[src/scpc_pkg.sv]
// Shared constants and types for the smart card pin control and status block
package scpc_pkg;

    // ********
    // Bus geometry
    // ********
    localparam int SCPC_ADDR_W = 8;  // Byte address width
    localparam int SCPC_DATA_W = 32; // Data width

    // ********
    // Register offsets (byte addresses)
    // ********
    localparam logic [7:0] SCPC_OFF_CTRL = 8'h00;     // Control
    localparam logic [7:0] SCPC_OFF_PIN = 8'h04;      // Pin control and status
    localparam logic [7:0] SCPC_OFF_INT_STAT = 8'h08; // Sticky event status, read only
    localparam logic [7:0] SCPC_OFF_INT_CLR = 8'h0c;  // Event clear, write only
    localparam logic [7:0] SCPC_OFF_INT_EN = 8'h10;   // Event enable

    // ********
    // Control register fields
    // ********
    localparam int SCPC_CTRL_ENABLE = 0;     // interface_enable
    localparam int SCPC_CTRL_AUTO_DEACT = 1; // auto_deactivate_on_removal
    localparam int SCPC_CTRL_PWR_INV = 2;    // power_invert_bit
    localparam int SCPC_CTRL_GO_ACT = 4;     // Start activation, self clearing
    localparam int SCPC_CTRL_GO_WARM = 5;    // Start warm reset, self clearing
    localparam int SCPC_CTRL_GO_DEACT = 6;   // Start deactivation, self clearing

    // ********
    // Pin control and status fields
    // ********
    localparam int SCPC_PIN_PWR = 0;     // power_enable_bit
    localparam int SCPC_PIN_RST = 1;     // card_reset_line level
    localparam int SCPC_PIN_REM = 2;     // card_removed_flag
    localparam int SCPC_PIN_INS = 3;     // card_inserted_flag
    localparam int SCPC_PIN_DETECT = 4;  // card_detect_level
    localparam int SCPC_PIN_RSVD = 5;    // Reserved, reads zero

    // ********
    // Event status / clear / enable fields
    // ********
    localparam int SCPC_EV_INS = 0;      // Card inserted
    localparam int SCPC_EV_REM = 1;      // Card removed
    localparam int SCPC_EV_SEQ_END = 2;  // Sequence finished (initial end)
    localparam int SCPC_EV_W = 3;        // Number of events

    // ********
    // Reset values
    // ********
    localparam logic SCPC_RST_ENABLE = 1'b0;
    localparam logic SCPC_RST_AUTO_DEACT = 1'b0;
    localparam logic SCPC_RST_PWR_INV = 1'b0;
    localparam logic SCPC_RST_PWR_EN = 1'b0;
    localparam logic SCPC_RST_RESET_LINE = 1'b0;
    localparam logic [SCPC_EV_W-1:0] SCPC_RST_INT_EN = 3'h0;

    // ********
    // Timing: one sequencer step
    // ********
    localparam int SCPC_CLK_PERIOD_NS = 10;   // core_clk at 100 MHz
    localparam int SCPC_STEP_TIME_NS = 1000;  // Least time per sequence step
    localparam int SCPC_STEP_CYCLES =
        (SCPC_STEP_TIME_NS + SCPC_CLK_PERIOD_NS - 1) / SCPC_CLK_PERIOD_NS;
    localparam int SCPC_STEP_CNT_W = $clog2(SCPC_STEP_CYCLES + 1);

    // ********
    // Types
    // ********
    typedef struct packed {
        logic [SCPC_ADDR_W-1:0] addr;  // Byte address
        logic [SCPC_DATA_W-1:0] wdata; // Write data
        logic wr;                      // Write strobe
        logic rd;                      // Read strobe
    } scpc_bus_req_t;

    typedef enum logic [2:0] {
        SCPC_SEQ_IDLE,
        SCPC_SEQ_ACT_PWR,
        SCPC_SEQ_ACT_REL,
        SCPC_SEQ_WARM_LOW,
        SCPC_SEQ_WARM_REL,
        SCPC_SEQ_DEACT_RST,
        SCPC_SEQ_DEACT_PWR
    } scpc_seq_state_t;

endpackage

[src/scpc_sync.sv]
// Three-stage synchroniser with agreement filter for the card-detect pin
`timescale 1ns/1ps
module scpc_sync
    import scpc_pkg::*;
(
    input wire logic core_clk,
    input wire logic rstn,
    input wire logic pin_async,
    output logic level
);

    // ********************************************************
    // Synchroniser stages
    // ********************************************************
    logic s1_reg; // Metastability catcher, read only by s2
    logic s2_reg; // Second stage
    logic s3_reg; // Third stage
    logic level_reg; // Accepted level
    logic level_next; // Next accepted level

    // Accept a change only once stages two and three agree
    always_comb begin
        level_next = level_reg;
        if (s2_reg == s3_reg) begin
            level_next = s3_reg;
        end
    end

    // Register stages and accepted level
    always_ff @(posedge core_clk) begin
        if (!rstn) begin
            s1_reg <= 1'b0;
            s2_reg <= 1'b0;
            s3_reg <= 1'b0;
            level_reg <= 1'b0;
        end else begin
            s1_reg <= pin_async;
            s2_reg <= s1_reg;
            s3_reg <= s2_reg;
            level_reg <= level_next;
        end
    end

    assign level = level_reg;

endmodule

[src/scpc_seq.sv]
// Activation, warm reset and deactivation sequencer for reset and power pins
`timescale 1ns/1ps
module scpc_seq
    import scpc_pkg::*;
(
    input wire logic core_clk,
    input wire logic rstn,
    input wire logic go_act,
    input wire logic go_warm,
    input wire logic go_deact,
    output logic busy,
    output logic seq_rst,
    output logic seq_pwr,
    output logic done
);

    // ********************************************************
    // State and step timer
    // ********************************************************
    scpc_seq_state_t state_reg; // Current step
    scpc_seq_state_t state_next; // Next step
    logic [SCPC_STEP_CNT_W-1:0] cnt_reg; // Step divider
    logic [SCPC_STEP_CNT_W-1:0] cnt_next; // Next divider value
    logic done_reg; // Finish pulse
    logic done_next; // Next finish pulse
    logic tick; // One-cycle step enable

    // Step enable from the divider
    assign tick = (cnt_reg == SCPC_STEP_CNT_W'(SCPC_STEP_CYCLES - 1));

    // Next state; deactivation aborts a running activation or warm reset
    always_comb begin
        state_next = state_reg;
        cnt_next = tick ? '0 : cnt_reg + 1'b1;
        done_next = 1'b0;
        case (state_reg)
            SCPC_SEQ_IDLE: begin
                cnt_next = '0;
                if (go_deact) begin
                    state_next = SCPC_SEQ_DEACT_RST;
                end else if (go_warm) begin
                    state_next = SCPC_SEQ_WARM_LOW;
                end else if (go_act) begin
                    state_next = SCPC_SEQ_ACT_PWR;
                end
            end
            SCPC_SEQ_ACT_PWR: if (tick) state_next = SCPC_SEQ_ACT_REL;
            SCPC_SEQ_WARM_LOW: if (tick) state_next = SCPC_SEQ_WARM_REL;
            SCPC_SEQ_DEACT_RST: if (tick) state_next = SCPC_SEQ_DEACT_PWR;
            SCPC_SEQ_ACT_REL, SCPC_SEQ_WARM_REL, SCPC_SEQ_DEACT_PWR: begin
                if (tick) begin
                    state_next = SCPC_SEQ_IDLE;
                    done_next = 1'b1;
                end
            end
            default: state_next = SCPC_SEQ_IDLE;
        endcase
        // Abort into deactivation from a non-deactivation step
        if (go_deact && state_reg != SCPC_SEQ_IDLE && state_reg != SCPC_SEQ_DEACT_RST
            && state_reg != SCPC_SEQ_DEACT_PWR) begin
            state_next = SCPC_SEQ_DEACT_RST;
            cnt_next = '0;
            done_next = 1'b0;
        end
    end

    // Register sequencer state
    always_ff @(posedge core_clk) begin
        if (!rstn) begin
            state_reg <= SCPC_SEQ_IDLE;
            cnt_reg <= '0;
            done_reg <= 1'b0;
        end else begin
            state_reg <= state_next;
            cnt_reg <= cnt_next;
            done_reg <= done_next;
        end
    end

    // Pin levels demanded by each step
    always_comb begin
        seq_rst = 1'b0;
        seq_pwr = 1'b0;
        case (state_reg)
            SCPC_SEQ_ACT_PWR, SCPC_SEQ_WARM_LOW, SCPC_SEQ_DEACT_RST: seq_pwr = 1'b1;
            SCPC_SEQ_ACT_REL, SCPC_SEQ_WARM_REL: begin
                seq_rst = 1'b1;
                seq_pwr = 1'b1;
            end
            default: seq_pwr = 1'b0;
        endcase
    end

    assign busy = (state_reg != SCPC_SEQ_IDLE);
    assign done = done_reg;

endmodule

[src/scpc_top.sv]
// Smart card pin control and status: registers, card detect, reset and power pins
//
// Overview of operation
// RULE_01: Status bit mirrors synchronised card-detect pin level
// RULE_02: Insertion sets inserted flag; writing zero ignored
// RULE_03: Removal sets removed flag; writing zero ignored
// RULE_04: Software cannot set flags; writing one clears
// RULE_05: Detection idle until interface enable is set
// RULE_06: Written reset bit drives the reset pin
// RULE_07: Reading reset bit returns reset pin level
// RULE_08: Sequences own reset/power bits; software writes ignored
// RULE_09: Power pin equals enable XOR invert
// RULE_10: Reading power bit returns power pin level
// RULE_11: Bit five reserved, reads zero
// RULE_12: Auto deactivation on removal, then end interrupt
// RULE_13: Card-detect pin synchronised before any use
//
// Our own choices: strobed register access and the address map.
`timescale 1ns/1ps
module scpc_top
    import scpc_pkg::*;
(
    input wire logic core_clk,
    input wire logic rstn,
    input wire scpc_bus_req_t bus_req,
    output logic [SCPC_DATA_W-1:0] rdata,
    input wire logic card_detect_pin,
    output logic card_reset_line,
    output logic card_power_pin,
    output logic irq
);

    // ********
    // Bus decode
    // ********
    logic wr_ctrl; // Write to control
    logic wr_pin; // Write to pin control and status
    logic wr_clr; // Write to event clear
    logic wr_en; // Write to event enable
    logic [SCPC_DATA_W-1:0] wd; // Write data alias

    assign wd = bus_req.wdata;
    assign wr_ctrl = bus_req.wr && (bus_req.addr == SCPC_OFF_CTRL);
    assign wr_pin = bus_req.wr && (bus_req.addr == SCPC_OFF_PIN);
    assign wr_clr = bus_req.wr && (bus_req.addr == SCPC_OFF_INT_CLR);
    assign wr_en = bus_req.wr && (bus_req.addr == SCPC_OFF_INT_EN);

    // ********
    // Card detect synchroniser
    // ********
    logic detect_level; // Filtered card-detect level

    // Three-flop filter keeps a level seen for only one cycle from making false edges
    scpc_sync u_sync (
        .core_clk(core_clk),
        .rstn(rstn),
        .pin_async(card_detect_pin),
        .level(detect_level)
    ); // [RULE_13]

    // ********
    // Control register
    // ********
    logic enable_reg; // interface_enable
    logic enable_next;
    logic auto_deact_reg; // auto_deactivate_on_removal
    logic auto_deact_next;
    logic pwr_inv_reg; // power_invert_bit
    logic pwr_inv_next;
    logic go_act; // Start pulses, not stored
    logic go_warm;
    logic go_deact_sw;

    // Start commands are plain pulses from the write itself
    assign go_act = wr_ctrl && wd[SCPC_CTRL_GO_ACT];
    assign go_warm = wr_ctrl && wd[SCPC_CTRL_GO_WARM];
    assign go_deact_sw = wr_ctrl && wd[SCPC_CTRL_GO_DEACT];

    // Next control values
    always_comb begin
        enable_next = enable_reg;
        auto_deact_next = auto_deact_reg;
        pwr_inv_next = pwr_inv_reg;
        if (wr_ctrl) begin
            enable_next = wd[SCPC_CTRL_ENABLE];
            auto_deact_next = wd[SCPC_CTRL_AUTO_DEACT];
            pwr_inv_next = wd[SCPC_CTRL_PWR_INV];
        end
    end

    // Register control values
    always_ff @(posedge core_clk) begin
        if (!rstn) begin
            enable_reg <= SCPC_RST_ENABLE;
            auto_deact_reg <= SCPC_RST_AUTO_DEACT;
            pwr_inv_reg <= SCPC_RST_PWR_INV;
        end else begin
            enable_reg <= enable_next;
            auto_deact_reg <= auto_deact_next;
            pwr_inv_reg <= pwr_inv_next;
        end
    end

    // ********
    // Insertion and removal detection
    // ********
    logic prev_reg; // Level seen last cycle, sampled whether or not enabled
    logic prev_next;
    logic armed_reg; // Detection running
    logic armed_next;
    logic ev_ins; // Insertion pulse
    logic ev_rem; // Removal pulse

    // Edges count only once armed; the level is sampled every cycle, so turning
    // the interface on with a card already seated is not an insertion
    assign ev_ins = armed_reg && detect_level && !prev_reg; // [RULE_05]
    assign ev_rem = armed_reg && !detect_level && prev_reg; // [RULE_05]

    // Next detection state
    always_comb begin
        armed_next = enable_reg; // [RULE_05]
        prev_next = detect_level;
    end

    // Register detection state
    always_ff @(posedge core_clk) begin
        if (!rstn) begin
            armed_reg <= 1'b0;
            prev_reg <= 1'b0;
        end else begin
            armed_reg <= armed_next;
            prev_reg <= prev_next;
        end
    end

    // ********
    // Sequencer
    // ********
    logic seq_busy; // Sequence running
    logic seq_rst; // Reset level from sequencer
    logic seq_pwr; // Power level from sequencer
    logic seq_done; // Sequence finished pulse
    logic go_deact; // Software or automatic deactivation

    // Removal with auto deactivation aborts a running activation or warm reset
    assign go_deact = go_deact_sw || (ev_rem && auto_deact_reg); // [RULE_12]

    scpc_seq u_seq (
        .core_clk(core_clk),
        .rstn(rstn),
        .go_act(go_act),
        .go_warm(go_warm),
        .go_deact(go_deact),
        .busy(seq_busy),
        .seq_rst(seq_rst),
        .seq_pwr(seq_pwr),
        .done(seq_done)
    ); // [RULE_12]

    // ********
    // Pin control and status register
    // ********
    logic rst_reg; // Drives card_reset_line
    logic rst_next;
    logic pwr_en_reg; // power_enable_signal as stored
    logic pwr_en_next;
    logic pwr_pin_reg; // Drives card_power_pin
    logic pwr_pin_next;
    logic ins_flag_reg; // card_inserted_flag
    logic ins_flag_next;
    logic rem_flag_reg; // card_removed_flag
    logic rem_flag_next;

    // Next pin and flag values
    always_comb begin
        rst_next = rst_reg;
        pwr_en_next = pwr_en_reg;
        if (seq_busy) begin
            // Hardware owns the pins; software writes are dropped
            rst_next = seq_rst; // [RULE_08]
            pwr_en_next = seq_pwr ^ pwr_inv_reg; // [RULE_08]
        end else if (wr_pin) begin
            rst_next = wd[SCPC_PIN_RST]; // [RULE_06]
            pwr_en_next = wd[SCPC_PIN_PWR];
        end
        pwr_pin_next = pwr_en_next ^ pwr_inv_next; // [RULE_09]
        // Write one clears, write zero is ignored; set beats clear
        ins_flag_next = ins_flag_reg;
        rem_flag_next = rem_flag_reg;
        if (wr_pin && wd[SCPC_PIN_INS]) begin
            ins_flag_next = 1'b0; // [RULE_04]
        end
        if (wr_pin && wd[SCPC_PIN_REM]) begin
            rem_flag_next = 1'b0; // [RULE_04]
        end
        if (ev_ins) begin
            ins_flag_next = 1'b1; // [RULE_02]
        end
        if (ev_rem) begin
            rem_flag_next = 1'b1; // [RULE_03]
        end
    end

    // Register pins and flags
    always_ff @(posedge core_clk) begin
        if (!rstn) begin
            rst_reg <= SCPC_RST_RESET_LINE;
            pwr_en_reg <= SCPC_RST_PWR_EN;
            pwr_pin_reg <= SCPC_RST_PWR_EN ^ SCPC_RST_PWR_INV;
            ins_flag_reg <= 1'b0;
            rem_flag_reg <= 1'b0;
        end else begin
            rst_reg <= rst_next;
            pwr_en_reg <= pwr_en_next;
            pwr_pin_reg <= pwr_pin_next;
            ins_flag_reg <= ins_flag_next;
            rem_flag_reg <= rem_flag_next;
        end
    end

    assign card_reset_line = rst_reg; // [RULE_06]
    assign card_power_pin = pwr_pin_reg; // [RULE_09]

    // ********
    // Interrupt status and enable
    // ********
    logic [SCPC_EV_W-1:0] ev_vec; // Events this cycle
    logic [SCPC_EV_W-1:0] stat_reg; // Sticky status
    logic [SCPC_EV_W-1:0] stat_next;
    logic [SCPC_EV_W-1:0] int_en_reg; // Enable mask
    logic [SCPC_EV_W-1:0] int_en_next;
    logic irq_reg; // Registered interrupt level
    logic irq_next;

    always_comb begin
        ev_vec = '0;
        ev_vec[SCPC_EV_INS] = ev_ins;
        ev_vec[SCPC_EV_REM] = ev_rem;
        ev_vec[SCPC_EV_SEQ_END] = seq_done; // [RULE_12]
    end

    // Clear by write-one, but a same-cycle event keeps its bit
    always_comb begin
        stat_next = stat_reg;
        if (wr_clr) begin
            stat_next = stat_next & ~wd[SCPC_EV_W-1:0];
        end
        stat_next = stat_next | ev_vec;
        int_en_next = wr_en ? wd[SCPC_EV_W-1:0] : int_en_reg;
        irq_next = |(stat_next & int_en_next);
    end

    // Register status, mask and interrupt
    always_ff @(posedge core_clk) begin
        if (!rstn) begin
            stat_reg <= '0;
            int_en_reg <= SCPC_RST_INT_EN;
            irq_reg <= 1'b0;
        end else begin
            stat_reg <= stat_next;
            int_en_reg <= int_en_next;
            irq_reg <= irq_next;
        end
    end

    assign irq = irq_reg;

    // ********
    // Read path, data one cycle after the strobe
    // ********
    logic [SCPC_DATA_W-1:0] rdata_reg; // Read data
    logic [SCPC_DATA_W-1:0] rdata_next;

    // Pin bits read back the pins, not what was written
    always_comb begin
        rdata_next = '0;
        if (bus_req.rd) begin
            case (bus_req.addr)
                SCPC_OFF_CTRL: begin
                    rdata_next[SCPC_CTRL_ENABLE] = enable_reg;
                    rdata_next[SCPC_CTRL_AUTO_DEACT] = auto_deact_reg;
                    rdata_next[SCPC_CTRL_PWR_INV] = pwr_inv_reg;
                end
                SCPC_OFF_PIN: begin
                    rdata_next[SCPC_PIN_PWR] = pwr_pin_reg; // [RULE_10]
                    rdata_next[SCPC_PIN_RST] = rst_reg; // [RULE_07]
                    rdata_next[SCPC_PIN_REM] = rem_flag_reg;
                    rdata_next[SCPC_PIN_INS] = ins_flag_reg;
                    rdata_next[SCPC_PIN_DETECT] = detect_level; // [RULE_01]
                    rdata_next[SCPC_PIN_RSVD] = 1'b0; // [RULE_11]
                end
                SCPC_OFF_INT_STAT: rdata_next[SCPC_EV_W-1:0] = stat_reg;
                SCPC_OFF_INT_EN: rdata_next[SCPC_EV_W-1:0] = int_en_reg;
                default: rdata_next = '0; // Unmapped and write-only read zero
            endcase
        end
    end

    // Register read data; zero outside the answer cycle
    always_ff @(posedge core_clk) begin
        if (!rstn) begin
            rdata_reg <= '0;
        end else begin
            rdata_reg <= rdata_next;
        end
    end

    assign rdata = rdata_reg;

endmodule

[config.mk]
export PLATFORM = sky130hd
export DESIGN_NAME = scpc_top
export DESIGN_NICKNAME = d
export VERILOG_FILES = /design/src/scpc_pkg.sv /design/src/scpc_sync.sv /design/src/scpc_seq.sv /design/src/scpc_top.sv
export SDC_FILE = /design/constraint.sdc
export NUM_CORES = 1
export LEC_CHECK = 0
export ABC_AREA = 1
export ABC_CLOCK_PERIOD_IN_PS = 1600
export BUFFER_PORTS_ARGS = -buffer_cell sky130_fd_sc_hd__buf_2
export CORE_ASPECT_RATIO = 1.2
export CORE_MARGIN = 4
export CORE_UTILIZATION = 48
export CTS_CLUSTER_SIZE = 8
export DETAILED_ROUTE_END_ITERATION = 7
export GPL_ROUTABILITY_DRIVEN = 0
export PLACE_DENSITY = 0.8
export SETUP_SLACK_MARGIN = 0.15
export SYNTH_ARGS = -nofsm -noshare
export SYNTH_HDL_FRONTEND = slang
export SYNTH_SLANG_ARGS = --single-unit
export TNS_END_PERCENT = 100
[constraint.sdc]
create_clock -name core_clk -period 1.6 [get_ports core_clk]
set_clock_uncertainty 0.05 [all_clocks]
set_input_delay 0.08 -clock core_clk [delete_from_list [all_inputs] [get_ports core_clk]]
set_output_delay 0.08 -clock core_clk [all_outputs]
set_load 0.02 [all_outputs]
==> out/metrics.cfg, run 1 <==
[floorplan]
start_util = 0.500
ioPinCount = 80
die_x_microns = 66.5
core_sq_um = 3940
die_y_microns = 78.2
rows = 25
die-area_sq_um = 5200

[drt]
drt_wl_total_mm = 3.96
vias_per_cell = 4.52
first_pass_iters = 4
ant_nets = 0
drtIter0Drc = 78
vias = 1662
route.detailed.drc = 0
post_drt_wl_per_cell_microns = 10.7

[global_route]
grt_antenna_before_repair = 0
grt.total_usage = 0.160
grt_pass1_vias = 1537
overflow = 0
grt_pass1_wl_mm = 6.28
grt_max_degree = 15

[clocking]
cts_buffers = 5
clk_latency_ns = 0.29
cts.path.max_buffers = 2
clkSlewWorstSetupHoldPaths_ns = 0.08
cts_tree = built
htree_levels = 2
clock_sinks = 37
ctsRootBufferMaster = clkbuf_8

[power]
power.total_w = 0.00273
p_leak_nw = 1.13
power.density_nw_per_um2 = 1190
vdd_drop_max_uv = 841

[finish]
n_fill_cell = 390
layout_commonest_cell = nand2_1
regArea_sq_um = 747
final_util = 0.582
drive_above_1_share = 0.245
final_cell_mix = nand2_1 (52), inv_1 (43), dfxtp_1 (32)
antennaDiodeCount = 0
area_growth_pct = 16.2
multi_input_area_sq_um = 977
nNetsFinal = 359
largest_reg_flops = 7

[yosys]
async_flop_share = 0
synth_seq_cells = 37
ys_warn_count = 0
synth_top_cell_area_share = 0.376
synth_mux_area_frac = 0
synth_edf_count = 0
syn-instance-count = 277
synthAdderAreaFrac = 0.00635
syn_avg_cell_area_sq_um = 7.12
synth.distinct_cells = 33
synthTopCellsByArea = dfxtp_1 (38%), buf_4 (10%), nand2_1 (10%)
synthFlopType = dfxtp_1
synth-compound-area-share = 0.0914
synth_area_sq_um = 1970
synth_top_area_cell = dfxtp_1
yosys.area_share.simple = 0.298
yosysSeqAreaShare = 0.376
synth_xor_xnor_area_share = 0.0222
synth_top_family_by_area = simple AND/OR/NAND/NOR gates

[outcome]
outcome = finished clean

[critical_path]
worst-path-max-fanout = 7
cp.required_ns = 1.73
critPathCaptureType = flop
worstSetupPathType = flop to flop
cp-start-kind = flop
r2r_slack_ns = 0.20
cp.arrival_ns = 1.54

[place]
io_buffers = 27
hpwl_mm = 3.05

[sta]
finalHoldViolCount = 0
fmax_mhz = 712
setup_tns_ns = 0
setup_viol = 0
period_needed_ns = 1.40
fin_crit_sh = 0.878
drv_slew = 0
grt_setup_unrepaired = false

[job]
cap_violations = 0

[worst_hold_path]
min_path_type = input port to flop

per-layer routing:
layer / wire, microns / GRT usage / vias to the layer above
li1: - / - / 868
met1: 1520 / 0.157 / 737
met2: 2100 / 0.287 / 47
met3: 221 / 0.0472 / 10
met4: 111 / 0.0935 / 0
met5: 0 / 0 / -
worst paths after layout:
path | startpoint | endpoint | cells past startpoint
setup reg to reg | armed_reg | u_seq.cnt_reg[0] | 9
hold / removal | bus_req[0] | rdata[3] | 3
hold reg to reg | u_sync.s1_reg | u_sync.s2_reg | 2
setup / recovery | armed_reg | u_seq.cnt_reg[0] | 9
per-stage QoR:
stage               setup slack (ns)  hold slack, ns  cells  area (sq um)
finish                         0.195          0.0146    368          2290
global route                  0.0647          0.0291    368          2290
CTS                            0.166         0.00746    367          2240
detailed placement            0.0489           0.218    356          2060
global placement              0.0953           0.213    356          2060
floorplan                      0.259           0.128    303          2070
Yosys cell counts (all sizes together), types with 2 or more instances:
cell / count
o21ai: 14
inv: 47
xor2: 4
nor3: 5
dfxtp: 37
nand2: 63
o22ai: 2
nor2: 31
buf: 28
nand3: 18
a21oi: 15
report_power, final:
| group | internal (W) | total, W | switching [W] |
|---|---|---|---|
| registers | 0.00100 | 0.00108 | 0.0000768 |
| logic | 0.000244 | 0.000684 | 0.000440 |
| clock network | 0.000627 | 0.000966 | 0.000338 |
| total | 0.00188 | 0.00273 | 0.000856 |
final cells by class:
type,instances,area share
Inverter,48,0.0808
Clock inverter,3,0.0300
Timing Repair Buffer,32,0.0775
Sequential cell,37,0.326
Multi-Input combinational cell,189,0.426
Clock buffer,5,0.0300
Tap cell,54,0.0295
cells by family (layout without fill, tap and decap cells):
group	after synthesis	count (layout)
flip-flops	37	37
other	1	27
buffers and inverters	77	88
XOR/XNOR	5	5
AO/OA/AOI/OAI	33	33
adder cells (fa/ha/maj)	1	1
AND/OR/NAND/NOR	123	123
repair_timing:
action | 4_1_cts | 5_1_grt
hold buffers | 2 | 0
gates resized for setup | 4 | 14
buffers inserted | 1 | 1
pin swaps | 1 | 7
endpoints found under the setup margin | 7 | 9
cloned | 0 | 0
endpoints found under the hold margin | 2 | 0
worst max-delay path, stage by stage (launching register included):
cell	delay [ns]
dfxtp_1	0.32
inv_1	0.07
nor3_4	0.20
nand2_1	0.12
nand2_2	0.11
nand3_1	0.11
nand2_1	0.12
inv_2	0.06
nand2_4	0.09
nor2_1	0.05
Note: power is estimated with default switching activity, not from simulation.
==> inputs of run 2 (changes only) <==
ABC_AREA = default   (was 1)
==> run 2 against run 1 <==
Power down 26%. Non-clock buffer count grew 24. Via count is 0.90% higher. First-iteration DRC count up 110%. Hold slack better by 0.016 ns. Area after synthesis down 2.5%. Wire length up 9.6%. Largest power group unchanged.
==> out/metrics.cfg, run 2 <==
[drt]
route.detailed.drc = 0  ; unchanged
first_pass_iters = 7  ; was 4
ant_nets = 0  ; unchanged
post_drt_wl_per_cell_microns = 13.7  ; was 10.7 microns
drtIter0Drc = 167  ; was 78
vias = 1677  ; was 1662
vias_per_cell = 5.29  ; was 4.52
drt_wl_total_mm = 4.33  ; was 3.96 mm

[place]
post-place-cells = 298  ; was 356
preCtsSetupSlack_ns = -0.142  ; was 0.0489 ns
io_buffers = 27  ; unchanged
hpwl_mm = 3.04  ; was 3.05 mm
dpl_cell_area_sq_um = 2140  ; was 2060 sq um

[yosys]
synth_xor_xnor_area_share = 0.0319  ; was 0.0222
synth-compound-area-share = 0.130  ; was 0.0914
synth_top_area_cell = dfxtp_1  ; unchanged
synth_area_sq_um = 1920  ; was 1970 sq um
syn_avg_cell_area_sq_um = 9.15  ; was 7.12 sq um
synthAdderAreaFrac = 0.00651  ; was 0.00635
synth_mux_area_frac = 0.0423  ; was 0
yosys.area_share.simple = 0.271  ; was 0.298
synth_seq_cells = 37  ; unchanged
synth_top_family_by_area = simple AND/OR/NAND/NOR gates  ; unchanged
synth_top_cell_area_share = 0.385  ; was 0.376
netlist_top_cells_count = dfxtp_1 (37), buf_4 (29), nor2_1 (16), nand2_1 (15), a21oi_1 (13)  ; was nand2_1 (54), inv_1 (45), dfxtp_1 (37), buf_4 (27), nor2_1 (24)
syn-instance-count = 210  ; was 277
synth.distinct_cells = 52  ; was 33
yosysMostFrequentCell = dfxtp_1  ; was nand2_1
synthTopCellsByArea = dfxtp_1 (39%), buf_4 (11%), and2_1 (3.9%)  ; was dfxtp_1 (38%), buf_4 (10%), nand2_1 (10%)
synth_edf_count = 0  ; unchanged
ys_warn_count = 0  ; unchanged
synthFlopType = dfxtp_1  ; unchanged
async_flop_share = 0  ; unchanged
yosysSeqAreaShare = 0.385  ; was 0.376

[global_route]
grt.total_usage = 0.175  ; was 0.160
grt_antenna_before_repair = 0  ; unchanged
grt_pass1_wl_mm = 6.99  ; was 6.28 mm
overflow = 0  ; unchanged
grt_max_degree = 17  ; was 15
grt_pass1_vias = 1614  ; was 1537

[sta]
finalHoldViolCount = 0  ; unchanged
setup_tns_ns = 0  ; unchanged
drv_slew = 0  ; unchanged
grt_setup_unrepaired = true  ; was false
period_needed_ns = 1.56  ; was 1.40 ns
setup_viol = 0  ; unchanged
setup_slack_ns = 0.0353  ; was 0.195 ns
fin_crit_sh = 0.978  ; was 0.878
fmax_mhz = 639  ; was 712 MHz

[floorplan]
start_util = 0.512  ; was 0.500
die-area_sq_um = 5080  ; was 5200 sq um
core_sq_um = 3750  ; was 3940 sq um
die_y_microns = 77.3  ; was 78.2 microns
die_x_microns = 65.8  ; was 66.5 microns
rows = 24  ; was 25
ioPinCount = 80  ; unchanged

[clocking]
clk_latency_ns = 0.29  ; about the same
ctsRootBufferMaster = clkbuf_8  ; unchanged
clock_sinks = 37  ; unchanged
cts_buffers = 5  ; unchanged
cts_tree = built  ; unchanged
clkSlewWorstSetupHoldPaths_ns = 0.07  ; was 0.08 ns
htree_levels = 2  ; unchanged
cts.path.max_buffers = 2  ; unchanged

[power]
power.density_nw_per_um2 = 828  ; was 1190 nW/um^2
vdd_drop_max_uv = 463  ; was 841 uV
p_leak_nw = 1.04  ; was 1.13 nW

[finish]
fin_cells = 317  ; was 368
nNetsFinal = 311  ; was 359
final_util = 0.647  ; was 0.582
layout_commonest_cell = dfxtp_1  ; was nand2_1
final_cell_area_sq_um = 2430  ; was 2290 sq um
antennaDiodeCount = 0  ; unchanged
final_cell_mix = dfxtp_1 (32), buf_4 (28), conb_1 (27), buf_2 (27), nor2_1 (16)  ; was nand2_1 (52), inv_1 (43), dfxtp_1 (32)
area_growth_pct = 26.3  ; was 16.2%
drive_above_1_share = 0.370  ; was 0.245
largest_reg_flops = 7  ; unchanged

[critical_path]
slowest_stage = dfxtp_2  ; was dfxtp_1
worst-path-max-fanout = 4  ; was 7
worstSetupPathType = flop to flop  ; unchanged
cp_slowest_stage_delay_ns = 0.35  ; was 0.32 ns
cp-start-kind = flop  ; unchanged
cp.required_ns = 1.77  ; was 1.73 ns
cp_cell_sequence = ha_4 > nor4b_4 > nand3_2 > a32oi_4 > buf_4 > a221oi_2 > a21oi_1  ; was inv_1 > nor3_4 > nand2_1 > nand2_2 > nand3_1 > nand2_1 > inv_2 > nand2_4 > nor2_1
critPathCaptureType = flop  ; unchanged
cp.arrival_ns = 1.73  ; was 1.54 ns

[outcome]
outcome = finished clean  ; unchanged

[job]
cap_violations = 0  ; unchanged

[worst_hold_path]
min_path_type = input port to flop  ; unchanged

-- run 2: cell count changes in the layout (fill, tap and decap cells not counted), sizes merged, moves of 4 or more --
cell   previous run  this run
inv              48         3
nand3            18         7
mux2i             0         7
and3              1         5
nor2             31        17
nand2            63        15
buf              30        55
o21ai            14         4
xnor2             1         5
nor2b             0         4
and2              1        14
-- run 2: final timing paths --
kind                                  startpoint            endpoint  slack [ns]  depth (start not counted)
worst max-delay path            u_seq.cnt_reg[1]  u_seq.state_reg[0]        0.04                          7
worst min-delay path                  bus_req[0]            rdata[4]        0.03                          2
worst max register to register  u_seq.cnt_reg[1]  u_seq.state_reg[0]        0.04                          7
worst min register to register     u_sync.s1_reg       u_sync.s2_reg        0.39                          1
-- run 2: routing by layer --
layer,GRT usage,routed length (microns)
met4,0.104,172
met5,0,0
met3,0.0365,307
met2,0.309,2210
met1,0.187,1640
-- run 2: what timing repair did --
action / 4_1_cts / 5_1_grt
setup buffers: 7 / 4
hold buffers: 1 / 0
setup endpoints to repair: 11 / 14
endpoints found under the hold margin: 1 / 0
gates resized for setup: 14 / 9
pin swaps: 9 / 11
-- run 2: per-stage QoR --
stage	hold slack (ns)	total power, W
after floorplan	0.157	0.00125
after global placement	0.238	0.00130
after detailed placement	0.244	0.00130
after CTS	0.0242	0.00200
after global routing	0.0316	0.00211
final	0.0303	0.00201
-- run 2: power breakdown --
part	internal (W)	switching [W]	total (W)
sequential	0.000947	0.0000191	0.000966
clock	0.000340	0.000311	0.000651
combinational	0.000164	0.000228	0.000393
-- run 2: worst max-delay path, delay by kind of cell (launching register included) --
| family | cells | cell delay [ns] |
|---|---|---|
| buffers and inverters | 1 | 0.16 |
| flip-flops | 1 | 0.35 |
| AO/OA/AOI/OAI | 3 | 0.44 |
| adder cells (fa/ha/maj) | 1 | 0.13 |
| AND/OR/NAND/NOR | 2 | 0.36 |
-- run 2: area by class of cell --
| class | instances | area (sq um) |
|---|---|---|
| clock buffer | 6 | 82.6 |
| clock inverter | 1 | 7.51 |
| fill | 322 | 1330 |
| inverter | 3 | 11.3 |
| multi-input combinational | 162 | 1160 |
| sequential | 37 | 749 |
| tap | 52 | 65.1 |
| timing repair buffer | 56 | 355 |
-- run 2: logic make-up (layout without fill, tap and decap cells) --
| group | after synthesis | in the layout |
|---|---|---|
| simple gates | 86 | 86 |
| other cells | 1 | 27 |
| buf+inv | 37 | 66 |
| fa+ha+maj | 1 | 1 |
| compound gates | 33 | 33 |
| xor+xnor | 7 | 7 |
| mux | 8 | 8 |
| flops | 37 | 37 |
